[src/logic/bsd_pkg.sv]
// Shared constants and types of the boot strap decoder.
package bsd_pkg;
   // Number of strap pins and the position of each strap in the bus.
   localparam int STRAP_W = 8;
   localparam int STRAP_EDAC_PLL = 0; // Dual use: EDAC locally, PLL remotely.
   localparam int STRAP_ROM_OFF = 1;
   localparam int STRAP_TEST_OFF = 2;
   localparam int STRAP_REDUNDANT = 3; // Also SpaceWire frequency bit 0.
   localparam int STRAP_IMAGE = 4; // Also SpaceWire frequency bit 1.
   localparam int STRAP_SRC0 = 5;
   localparam int STRAP_SRC1 = 6;
   localparam int STRAP_REMOTE = 7;

   // Cycles the synchroniser needs before the sampled straps are valid.
   localparam logic [1:0] SETTLE_CYCLES = 2'h2;

   // SpaceWire clock figures for the PLL bypass case.
   localparam int SPW_BYPASS_MHZ = 50;
   localparam int SPW_LINK_MBIT = 10;
   localparam int SPW_DIV_W = 8;
   localparam logic [SPW_DIV_W-1:0] SPW_DIV_BYPASS =
      SPW_DIV_W'(SPW_BYPASS_MHZ / SPW_LINK_MBIT);

   // Pin IO configuration field width and codes.
   localparam int PINIO_W = 4;
   localparam logic [PINIO_W-1:0] PINIO_DEFAULT = 4'h0;
   localparam logic [PINIO_W-1:0] PINIO_SRAM = 4'h2;

   // Remote boot interface, coded as the two source straps.
   typedef enum logic [1:0] {
      BSD_RIF_SPW = 2'h0,
      BSD_RIF_SPI = 2'h1,
      BSD_RIF_I2C = 2'h2,
      BSD_RIF_UART = 2'h3
   } bsd_rif_t;

   // External memory boot source, coded as the two source straps.
   typedef enum logic [1:0] {
      BSD_SRC_SPI = 2'h0,
      BSD_SRC_SRAM = 2'h1,
      BSD_SRC_PROM = 2'h2,
      BSD_SRC_I2C = 2'h3
   } bsd_src_t;

   // Boot sequence states.
   typedef enum logic [2:0] {
      BSD_S_WAIT = 3'b000,
      BSD_S_ROM = 3'b001,
      BSD_S_CHECK = 3'b010,
      BSD_S_RUN = 3'b011,
      BSD_S_REMOTE = 3'b100,
      BSD_S_FAIL = 3'b101
   } bsd_state_t;
endpackage : bsd_pkg

[src/logic/bsd_strap_if.sv]
// Interface carrying the sampled straps from sampler to decoder.
`timescale 1ns/1ps
interface bsd_strap_if;
   import bsd_pkg::*;
   logic [STRAP_W-1:0] straps; // Straps frozen at reset release.
   logic valid; // High from the capture onward.
   modport sampler (output straps, output valid);
   modport decoder (input straps, input valid);
endinterface : bsd_strap_if

[src/logic/bsd_strap_sampler.sv]
// Synchronises the strap pins and freezes them once after reset.
`timescale 1ns/1ps
module bsd_strap_sampler (
   // Clock, reset and enable.
   input wire logic sys_clk,
   input wire logic rst,
   input wire logic clk_en,
   // Strap pins from the board.
   input wire logic [bsd_pkg::STRAP_W-1:0] strap_pins,
   // Sampled straps towards the decoder.
   bsd_strap_if.sampler sif
);
   import bsd_pkg::*;

   logic [STRAP_W-1:0] sync1_reg; // First stage, read only by sync2.
   logic [STRAP_W-1:0] sync2_reg; // Second stage, safe to use.
   logic [STRAP_W-1:0] straps_reg; // Frozen copy.
   logic [1:0] settle_reg; // Counts edges until sync2 holds real pins.
   logic valid_reg; // Capture done.

   // Two-stage synchroniser; the pins are asynchronous to sys_clk.
   always_ff @(posedge sys_clk or posedge rst) begin
      if (rst) begin
         sync1_reg <= '0;
         sync2_reg <= '0;
      end else if (clk_en) begin
         sync1_reg <= strap_pins;
         sync2_reg <= sync1_reg;
      end
   end

   // Capture once after the pipeline has filled, then hold until reset.
   // A later change on the switches therefore has no effect at all.
   always_ff @(posedge sys_clk or posedge rst) begin
      if (rst) begin
         settle_reg <= '0;
         straps_reg <= '0;
         valid_reg <= 1'b0;
      end else if (clk_en && !valid_reg) begin
         if (settle_reg == SETTLE_CYCLES) begin
            straps_reg <= sync2_reg;
            valid_reg <= 1'b1;
         end else begin
            settle_reg <= settle_reg + 2'h1;
         end
      end
   end

   assign sif.straps = straps_reg;
   assign sif.valid = valid_reg;
endmodule : bsd_strap_sampler

[src/logic/boot_strap_decoder.sv]
// Boot strap decoder: turns reset-time straps into a boot plan.
`timescale 1ns/1ps
module boot_strap_decoder #(
   parameter int NUM_PINS = 16, // Pins with an IO configuration field.
   parameter logic [NUM_PINS-1:0] SRAM_PIN_MASK = 16'h00ff, // SRAM pins.
   parameter logic [bsd_pkg::SPW_DIV_W-1:0] SPW_DIV_PLL = 8'h01
) (
   // Clock, reset and enable.
   input wire logic sys_clk,
   input wire logic rst,
   input wire logic clk_en,
   // Board strap pins, active high (switch open).
   input wire logic [bsd_pkg::STRAP_W-1:0] strap_pins,
   // Handshake with the ROM initialization sequence.
   input wire logic rom_init_done,
   output logic rom_init_run,
   output logic mem_test_en,
   // Handshake with the image CRC checker.
   input wire logic crc_done,
   input wire logic crc_ok,
   output logic crc_start,
   output logic image_from_redundant,
   // Processor control.
   output logic cpu_run,
   output logic cpu_power_down,
   output logic boot_failed,
   // Remote access.
   output logic remote_open,
   output logic remote_en,
   output bsd_pkg::bsd_rif_t remote_if,
   // Memory and clock plan.
   output bsd_pkg::bsd_src_t ext_src,
   output logic image_check_en,
   output logic redundant_en,
   output logic edac_en,
   output logic pll_en,
   output logic [1:0] spw_freq_sel,
   output logic [bsd_pkg::SPW_DIV_W-1:0] spw_clk_div,
   // Pin IO configuration, one field per pin.
   output logic [NUM_PINS*bsd_pkg::PINIO_W-1:0] pinio_cfg,
   output logic cfg_valid
);
   import bsd_pkg::*;

   bsd_strap_if sif (); // Sampled straps.

   // Strap capture lives in its own module so the pins are touched once.
   bsd_strap_sampler u_sampler (
      .sys_clk (sys_clk),
      .rst (rst),
      .clk_en (clk_en),
      .strap_pins (strap_pins),
      .sif (sif)
   );

   // Named strap wires taken from the frozen copy.
   wire logic [STRAP_W-1:0] st = sif.straps;
   wire logic st_remote = st[STRAP_REMOTE];
   wire logic st_rom_off = st[STRAP_ROM_OFF];
   wire logic st_test_off = st[STRAP_TEST_OFF];
   wire logic st_dual0 = st[STRAP_EDAC_PLL];
   wire logic st_image = st[STRAP_IMAGE];
   wire logic st_redund = st[STRAP_REDUNDANT];
   wire logic [1:0] st_src = {st[STRAP_SRC1], st[STRAP_SRC0]};

   // Decoded plan. The first strap is EDAC locally and PLL remotely.
   assign cfg_valid = sif.valid;
   assign remote_en = st_remote;
   assign remote_if = bsd_rif_t'(st_src);
   assign ext_src = bsd_src_t'(st_src);
   assign edac_en = !st_remote && st_dual0;
   assign pll_en = st_remote && st_dual0;
   // Image checking and redundancy only apply to a local boot; in remote
   // mode those two straps select the SpaceWire crystal frequency.
   assign image_check_en = !st_remote && st_image;
   assign redundant_en = image_check_en && st_redund;
   assign spw_freq_sel = st_remote ? {st_image, st_redund} : 2'h0;
   assign spw_clk_div = pll_en ? SPW_DIV_PLL : SPW_DIV_BYPASS;
   // Memory test is enabled unless the ROM sequence or the test is strapped off.
   assign mem_test_en = !st_rom_off && !st_test_off;

   // Boot sequence state.
   bsd_state_t state_reg;
   bsd_state_t state_next;
   logic red_used_reg; // Redundant copy already tried.
   logic red_used_next;
   logic crc_start_reg; // One-cycle start of an image check.
   logic crc_start_next;

   // Events that steer the sequence.
   wire logic go = clk_en && cfg_valid;
   wire logic rom_finish = state_reg == BSD_S_ROM && rom_init_done;
   wire logic chk_end = state_reg == BSD_S_CHECK && crc_done
      && !crc_start_reg;
   wire logic chk_retry = chk_end && !crc_ok && redundant_en
      && !red_used_reg;

   // Next-state logic of the boot sequence.
   always_comb begin
      state_next = state_reg;
      red_used_next = red_used_reg;
      crc_start_next = 1'b0;
      unique case (state_reg)
         BSD_S_WAIT: begin
            if (cfg_valid) begin
               if (st_rom_off) begin
                  // No ROM: straight to the source, or wait for the host.
                  state_next = st_remote ? BSD_S_REMOTE : BSD_S_RUN;
               end else begin
                  state_next = BSD_S_ROM;
               end
            end
         end
         BSD_S_ROM: begin
            if (rom_init_done) begin
               if (st_remote) begin
                  state_next = BSD_S_REMOTE;
               end else if (image_check_en) begin
                  state_next = BSD_S_CHECK;
                  crc_start_next = 1'b1;
               end else begin
                  state_next = BSD_S_RUN;
               end
            end
         end
         BSD_S_CHECK: begin
            if (chk_end) begin
               if (crc_ok) begin
                  state_next = BSD_S_RUN;
               end else if (chk_retry) begin
                  // One restart from the redundant copy, then give up.
                  red_used_next = 1'b1;
                  crc_start_next = 1'b1;
               end else begin
                  state_next = BSD_S_FAIL;
               end
            end
         end
         BSD_S_RUN: begin
            state_next = BSD_S_RUN;
         end
         BSD_S_REMOTE: begin
            state_next = BSD_S_REMOTE;
         end
         BSD_S_FAIL: begin
            state_next = BSD_S_FAIL;
         end
         default: begin
            // Illegal code: park the processor safely.
            state_next = BSD_S_FAIL;
         end
      endcase
   end

   // Boot sequence registers, frozen while the clock enable is low.
   always_ff @(posedge sys_clk or posedge rst) begin
      if (rst) begin
         state_reg <= BSD_S_WAIT;
         red_used_reg <= 1'b0;
         crc_start_reg <= 1'b0;
      end else if (clk_en) begin
         state_reg <= state_next;
         red_used_reg <= red_used_next;
         crc_start_reg <= crc_start_next;
      end
   end

   // Sequence outputs; crc_start and image_from_redundant come from their own registers, the rest from the state register.
   assign rom_init_run = state_reg == BSD_S_ROM;
   assign crc_start = crc_start_reg;
   assign image_from_redundant = red_used_reg;
   assign cpu_run = state_reg == BSD_S_RUN;
   // The processor sleeps while the remote host owns the chip.
   assign cpu_power_down = state_reg == BSD_S_REMOTE
      || state_reg == BSD_S_FAIL;
   assign remote_open = state_reg == BSD_S_REMOTE;
   assign boot_failed = state_reg == BSD_S_FAIL;

   // Pin IO presets are loaded once, in the cycle the plan becomes valid.
   // Software may overwrite them later in its own registers; this block
   // only reports what the straps claimed.
   wire logic pin_load = go && state_reg == BSD_S_WAIT;
   wire logic sram_boot = !st_remote && ext_src == BSD_SRC_SRAM;
   logic [PINIO_W-1:0] pin_cfg_reg [NUM_PINS];

   for (genvar i = 0; i < NUM_PINS; i++) begin : g_pin
      // One field per pin; on a local SRAM boot the SRAM pins take the SRAM function code.
      always_ff @(posedge sys_clk or posedge rst) begin
         if (rst) begin
            pin_cfg_reg[i] <= PINIO_DEFAULT;
         end else if (pin_load) begin
            pin_cfg_reg[i] <= (sram_boot && SRAM_PIN_MASK[i]) ?
               PINIO_SRAM : PINIO_DEFAULT;
         end
      end
      assign pinio_cfg[i*PINIO_W +: PINIO_W] = pin_cfg_reg[i];
   end

   // Checks on the decoded plan and the boot sequence.
   property p_remote_after_init;
      @(posedge sys_clk) disable iff (rst)
      $rose(remote_open) |-> $past(rom_finish)
         || ($past(state_reg) == BSD_S_WAIT && st_rom_off);
   endproperty
   a_remote_after_init: assert property (p_remote_after_init)
      else $error("remote access opened before init ended");

   property p_remote_pd;
      @(posedge sys_clk) disable iff (rst)
      remote_open |-> cpu_power_down && !cpu_run && remote_en;
   endproperty
   a_remote_pd: assert property (p_remote_pd)
      else $error("processor not powered down under remote access");

   property p_rom_skip;
      @(posedge sys_clk) disable iff (rst)
      cfg_valid && st_rom_off |-> !rom_init_run && !mem_test_en;
   endproperty
   a_rom_skip: assert property (p_rom_skip)
      else $error("ROM sequence ran although disabled");

   property p_bypass_target;
      @(posedge sys_clk) disable iff (rst)
      state_reg == BSD_S_WAIT && cfg_valid && st_rom_off && clk_en
         |=> (st_remote ? remote_open : cpu_run);
   endproperty
   a_bypass_target: assert property (p_bypass_target)
      else $error("ROM bypass did not reach run or power-down");

   property p_test_off;
      @(posedge sys_clk) disable iff (rst)
      mem_test_en |-> !st_test_off && !st_rom_off;
   endproperty
   a_test_off: assert property (p_test_off)
      else $error("memory test enabled against strap");

   property p_check_start;
      @(posedge sys_clk) disable iff (rst)
      rom_finish && clk_en && !st_remote && image_check_en
         |=> crc_start && state_reg == BSD_S_CHECK;
   endproperty
   a_check_start: assert property (p_check_start)
      else $error("image check not started after ROM");

   property p_redundant;
      @(posedge sys_clk) disable iff (rst)
      chk_retry && clk_en |=> image_from_redundant && crc_start
         ##1 (!crc_start || !$past(clk_en));
   endproperty
   a_redundant: assert property (p_redundant)
      else $error("no restart from redundant memory");

   property p_edac_pll;
      @(posedge sys_clk) disable iff (rst)
      cfg_valid |-> !(edac_en && pll_en)
         && (edac_en || pll_en) == st_dual0;
   endproperty
   a_edac_pll: assert property (p_edac_pll)
      else $error("EDAC or PLL decode wrong");

   property p_spw_div;
      @(posedge sys_clk) disable iff (rst)
      cfg_valid && !pll_en |-> spw_clk_div == SPW_DIV_BYPASS;
   endproperty
   a_spw_div: assert property (p_spw_div)
      else $error("bypass SpaceWire divisor not five");

   property p_remote_if;
      @(posedge sys_clk) disable iff (rst)
      cfg_valid && remote_en |-> remote_if == bsd_rif_t'(st_src);
   endproperty
   a_remote_if: assert property (p_remote_if)
      else $error("remote interface decode wrong");

   property p_default_boot;
      @(posedge sys_clk) disable iff (rst)
      $rose(cfg_valid) && st == '0 && clk_en
         |=> rom_init_run && ext_src == BSD_SRC_SPI && !remote_en;
   endproperty
   a_default_boot: assert property (p_default_boot)
      else $error("default straps did not start the ROM");

   property p_pin_sram;
      @(posedge sys_clk) disable iff (rst)
      pin_load && sram_boot && SRAM_PIN_MASK[0]
         |=> pinio_cfg[PINIO_W-1:0] == PINIO_SRAM;
   endproperty
   a_pin_sram: assert property (p_pin_sram)
      else $error("SRAM pin field not preset");

   property p_hold;
      @(posedge sys_clk) disable iff (rst)
      cfg_valid |=> cfg_valid && $stable(st);
   endproperty
   a_hold: assert property (p_hold)
      else $error("sampled straps changed after capture");

   // Main scenarios.
   c_remote: cover property (@(posedge sys_clk) disable iff (rst)
      $rose(remote_open));
   c_run_checked: cover property (@(posedge sys_clk) disable iff (rst)
      $rose(cpu_run) && image_check_en);
   c_retry: cover property (@(posedge sys_clk) disable iff (rst)
      chk_retry && clk_en);
   c_fail: cover property (@(posedge sys_clk) disable iff (rst)
      $rose(boot_failed));
endmodule : boot_strap_decoder

[config.mk]
export PLATFORM = sky130hd
export DESIGN_NAME = boot_strap_decoder
export DESIGN_NICKNAME = d
export VERILOG_FILES = /design/src/logic/bsd_pkg.sv /design/src/logic/bsd_strap_if.sv /design/src/logic/bsd_strap_sampler.sv /design/src/logic/boot_strap_decoder.sv
export SDC_FILE = /design/constraint.sdc
export NUM_CORES = 1
export LEC_CHECK = 0
export ABC_AREA = 1
export BUFFER_PORTS_ARGS = -buffer_cell sky130_fd_sc_hd__buf_2
export CORE_ASPECT_RATIO = 2
export CORE_MARGIN = 2
export CORE_UTILIZATION = 34
export DETAILED_ROUTE_END_ITERATION = 10
export GPL_ROUTABILITY_DRIVEN = 1
export GPL_TIMING_DRIVEN = 0
export PLACE_DENSITY = 0.64
export SKIP_CTS_REPAIR_TIMING = 1
export SKIP_LAST_GASP = 1
export SLEW_MARGIN = 20
export SYNTH_ARGS = -nofsm -noshare
export SYNTH_HDL_FRONTEND = slang
export SYNTH_SLANG_ARGS = --single-unit
[constraint.sdc]
create_clock -name sys_clk -period 1.6 [get_ports sys_clk]
set_input_delay 0.16 -clock sys_clk [delete_from_list [all_inputs] [get_ports sys_clk]]
set_output_delay 0.16 -clock sys_clk [all_outputs]
set_load 0.05 [all_outputs]
### Yosys cells after proc, flatten, opt, wreduce, memory -nomap -nowiden

Index checks and enable logic that the tools add are counted.

| storage, ports and cells | value |
|---|---|
| logic and storage cells | 70 |
| output and inout port bits | 92 |
| register bits | 36 |

| operators by class | value |
|---|---|
| add/sub/neg operators | 1 |
| mux-type cells | 20 |
| equal/unequal tests | 11 |
| bitwise gates (word level) | 2 |
| reduce and logical (&&, ||, !) cells | 27 |

Operator list:

| operator | number |
|---|---|
| 2-to-1 mux 3 bit | 9 |
| one-hot mux 3 bit (5 select lines) | 1 |
| logical AND 1 bit | 14 |
| AND reduction 5 bit | 2 |
| logical NOT 1 bit | 7 |
| 2-to-1 mux 1 bit | 7 |
| == test 3 x 2 -> 1 bit, second input constant | 2 |
| == test 3 bit, second input constant | 2 |
| 2-to-1 mux 2 bit | 2 |
| != test 2 bit, second input constant | 2 |
| AND reduction 2 bit | 2 |
| == test 3 x 1 -> 1 bit, second input constant | 1 |
| logical NOT 3 bit | 1 |
| != test 3 bit, second input constant | 1 |
| adder 2 x 1 -> 2 bit, second input constant | 1 |
| == test 2 x 1 -> 1 bit, second input constant | 1 |
| == test 2 bit, second input constant | 1 |
| != test 2 x 1 -> 1 bit, second input constant | 1 |
| NOT 1 bit | 2 |
| one-hot mux 1 bit (2 select lines) | 1 |
| logical OR 1 bit | 1 |

### Depth between registers and ports, before layout

| depth | value |
|---|---|
| depth in word-level cells | 10 |
| mapped depth | 8 |
| mapped depth without buffers | 8 |

### Modules after synthesis

Synthesis repeated with hierarchy kept, for this count alone.

| unflattened totals | value |
|---|---|
| cell total of the unflattened synthesis | 281 |
| area, all modules | 2174.6 sq um |

Modules (own cells, without submodules):

| module | area an instance (sq um) | instances | cells an instance | sequential area each (sq um) |
|---|---|---|---|---|
| bsd_strap_sampler | 1119.8 | 1 | 121 | 675.6 |
| boot_strap_decoder | 1054.8 | 1 | 160 | 150.1 |

### Worst setup path before layout

Ideal clock, no wire load.

| timing | value |
|---|---|
| path type | flip-flop to output port |
| start point | reg u_sampler.straps_reg[7] (netlist: u_sampler.sif.straps[7]) |
| end point | out pll_en |
| cell stages (with the launch flop) | 4 |
| path buffers | 1 |
| path slack | -0.246 ns |
| data arrival time | 1.686 ns |
| cell sequence | dfrtp_1 -> buf_4 -> nand2_1 -> inv_1 |

| on the way | value |
|---|---|
| longest elaborated chain between the ends | 1 |

Ends and longest elaborated chain:

| item | RTL line | source |
|---|---|---|
| start: declaration | bsd_strap_sampler.sv:17 | `logic [STRAP_W-1:0] straps_reg;` |
| start signal: assignment | bsd_strap_sampler.sv:41 | `straps_reg <= sync2_reg;` |
| logical AND 1 bit | boot_strap_decoder.sv:72 | `assign pll_en = st_remote && st_dual0;` |
| end: declaration | boot_strap_decoder.sv:36 | `output logic pll_en,` |

No other way between the ends.

### Final worst setup path

| timing | value |
|---|---|
| start point | reg state_reg[1] |
| end point | out cpu_power_down |

| on the way | value |
|---|---|
| longest elaborated chain between the ends | 2 |

Ends and longest elaborated chain:

| item | RTL line | source |
|---|---|---|
| start: declaration | boot_strap_decoder.sv:83 | `bsd_state_t state_reg;` |
| start signal: assignment | boot_strap_decoder.sv:162 | `state_reg <= state_next;` |
| == test 3 bit, on equally long branches | boot_strap_decoder.sv:174, boot_strap_decoder.sv:175 |  |
| logical OR 1 bit (*) | boot_strap_decoder.sv:175 | `\|\| state_reg == BSD_S_FAIL;` |
| end: declaration | boot_strap_decoder.sv:25 | `output logic cpu_power_down,` |

Every way passes the cells marked *; elsewhere a longest branch is shown, timed or not.

==> results.sh <==
export IMPL_antenna_found_initial=0
export IMPL_syn_area_sq_mm=0.00216
export IMPL_syn_area_per_cell_sq_um=8.02
export IMPL_max_clock_freq_mhz=655
export IMPL_cp_max_fo=9
export IMPL_start_util=0.346
export IMPL_via_per_inst=3.69
export IMPL_clk_pin_slew_ps=50
export IMPL_grt_util_all_layers=0.122
export IMPL_synth_warnings=0
export IMPL_outcome="complete, but fails checks"
export IMPL_hold_viol_final=33
export IMPL_num_vias=1724
export IMPL_drc=0
export IMPL_cap_violations=0
export IMPL_yosysUniqueCellTypes=27
export IMPL_yosysTopAreaCellShare=0.382
export IMPL_cpLargestDelayFamily="buffers and inverters"
export IMPL_leakagePower_nw=1.71
export IMPL_clock_sinks=33
export IMPL_clock_root_buffer="clkbuf_16"
export IMPL_place_ws_ps=289
export IMPL_die_w_um=60.4
export IMPL_wire_per_inst_um=8.82
export IMPL_finalCriticalPeriod_ps=1530
export IMPL_first_iter_violations=37
export IMPL_setup_ws_ps=74.2
export IMPL_dieHeight_um=117
export IMPL_slowest_stage="dfrtp_1"
export IMPL_grt_pass1_vias=1477
export IMPL_slew_headroom=0.552
export IMPL_grt_busiest_layer="met2"
export IMPL_use_met3=0.0308
export IMPL_hold_path_class="input port to asynchronous set/reset pin"
export IMPL_overflow=0
export IMPL_rsz0062_at_grt="true"
export IMPL_gp_congestion=0.884
export IMPL_core_sq_mm=0.00626
export IMPL_cp_start_kind="register"
export IMPL_routed_wl_um=4120
export IMPL_antenna_cells=0
export IMPL_synth_main_ff_cell="dfrtp_1"
export IMPL_cp_arrival_ps=1370
export IMPL_rows=41
export IMPL_irDropWorstVdd_mv=0.556
export IMPL_yosys_top_cells_area="dfrtp_1 38%, buf_4 26%, nand2_1 11%"
export IMPL_ys_ff_latch=33
export IMPL_clock_path_buffers=2
export IMPL_fin_crit_sh=0.954
export IMPL_slew_violations=0
export IMPL_clk_latency_ps=280
export IMPL_syn_instance_count=270
export IMPL_fin_worst_skew_ps=3.38
export IMPL_holdWs_ps=-19.9
export IMPL_use_met2=0.222
export IMPL_required_ps=1440
export IMPL_cp_end_kind="output port"
export IMPL_cts_made_buffers=5
export IMPL_die_area_sq_mm=0.00706
export IMPL_cts_tree="yes"
export IMPL_p_total_w=0.00254
export IMPL_met1_usage=0.120
export IMPL_dr_pass1_iters=4
export IMPL_synth_seq_area_share=0.382
export IMPL_grt_pass1_wl_um=6420
export IMPL_ant_nets=0
export IMPL_worstMarginPinSlew_ps=672
export IMPL_async_reset_ff_frac=1.00
export IMPL_synth_top_area_cell="dfrtp_1"
export IMPL_cp_slowest_stage_delay_ps=390
export IMPL_areaGrowthSynthToFinish_pct=33.5
export IMPL_synth_edff_count=0
export IMPL_crit_type="register to output port"
export IMPL_crit_buf_inv=3
export IMPL_placedCellCount=459
export IMPL_drive_above_1_share=0.404
export IMPL_power_density_mw_per_mm2=880
export IMPL_path_cells="buf_12, nor2_4, inv_1, a21oi_2, clkbuf_4"
export IMPL_grt_max_degree=34
export IMPL_layout_cells_non_filler=467
export IMPL_layout_nets=395
export IMPL_violations="hold timing"
export IMPL_portBuffers=42
export IMPL_setup_viol=0
export IMPL_htree_levels=2
export IMPL_fillers=668
export IMPL_io_pins=106
export IMPL_dp_hpwl_um=3400
worst paths after layout:
| kind | from | end | slack, ps | cells after the start |
|---|---|---|---|---|
| max | state_reg[1]$_DFFE_PP0P_ | cpu_power_down | 70 | 5 |
| min | rst | u_sampler.sync1_reg[5]$_DFFE_PP0P_ | -20 | 2 |
| max reg2reg | u_sampler.settle_reg[0]$_DFFE_PP0P_ | u_sampler.sif.straps[0]$_DFFE_PP0P_ | 330 | 6 |
| min reg2reg | u_sampler.sync1_reg[1]$_DFFE_PP0P_ | u_sampler.sync1_reg[1]$_DFFE_PP0P_ | 470 | 2 |
| max in group asynchronous | rst | state_reg[0]$_DFFE_PP0P_ | 1140 | 2 |
| min in group sys_clk | strap_pins[3] | u_sampler.sync1_reg[3]$_DFFE_PP0P_ | 80 | 3 |
power by group:
part / leakage, nW / switching [W] / internal, W / total, W
clock: 0.0799 / 0.000323 / 0.000657 / 0.000980
combinational: 1.22 / 0.000488 / 0.000170 / 0.000658
sequential: 0.415 / 0.0000227 / 0.000881 / 0.000904
total: 1.71 / 0.000834 / 0.00171 / 0.00254
cell usage after synthesis, types with 2 or more instances:
master / count
a21oi_1: 2
buf_2: 3
buf_4: 75
conb_1: 2
dfrtp_1: 33
inv_1: 23
inv_2: 2
nand2_1: 63
nand2_2: 4
nand3_1: 9
nand3_2: 3
nand4_1: 2
nor2_1: 13
nor2_2: 2
nor2_4: 3
nor3_2: 2
o21ai_0: 16
o21ai_1: 4
layer usage:
metal | routed length (um) | share of wire
met2 | 2170 | 0.53
met3 | 403 | 0.098
met4 | 105 | 0.026
met5 | 0 | 0
met1 | 1440 | 0.35
cell families after synthesis:
kind of cell | synth area share
XOR/XNOR | 0.00405
flip-flops | 0.382
buffers and inverters | 0.329
AND/OR/NAND/NOR | 0.218
adder cells (fa/ha/maj) | 0.00578
AO/OA/AOI/OAI | 0.0578
other | 0.00347
worst register-to-register path, stage by stage (launching register included):
cell     delay [ps]
dfrtp_1         350
inv_1            80
ha_1            180
nand3_2         170
buf_2           230
nand2_1          60
o21ai_0          70
cell usage in the layout, fill, tap and decap left out, types with 3 or more instances in the layout:
cell type	instances
conb_1	63
inv_2	3
o21ai_1	4
buf_2	43
nor2_1	12
nand2_2	5
nor2_4	3
nand3_2	3
nor2_2	3
nand3_1	9
clkbuf_16	5
dfrtp_1	31
nand2_1	62
o21ai_0	16
buf_4	75
inv_1	21
layout make-up:
class                           instances  area, sq um  share of cell area
Tap cell                               86          108              0.0372
Timing Repair Buffer                   42          215              0.0745
Sequential cell                        33          828               0.287
Multi-Input combinational cell        191          863               0.299
Inverter                               27          108              0.0372
Clock buffer                            7          153              0.0528
Buffer                                 80          609               0.211
Clock inverter                          1         5.00             0.00173
per-stage QoR:
step                      hold slack, ps   util  TNS (ps)  instance area [sq um]
after global routing                46.8  0.462     -5.03                   2890
after floorplan                      272      -         0                   2410
after CTS                           7.82  0.460     -8.07                   2880
final                              -19.9  0.462         0                   2890
after detailed placement             303  0.435         0                   2720
after global placement               363  0.435         0                   2720
(Power assumes the default switching activity.)
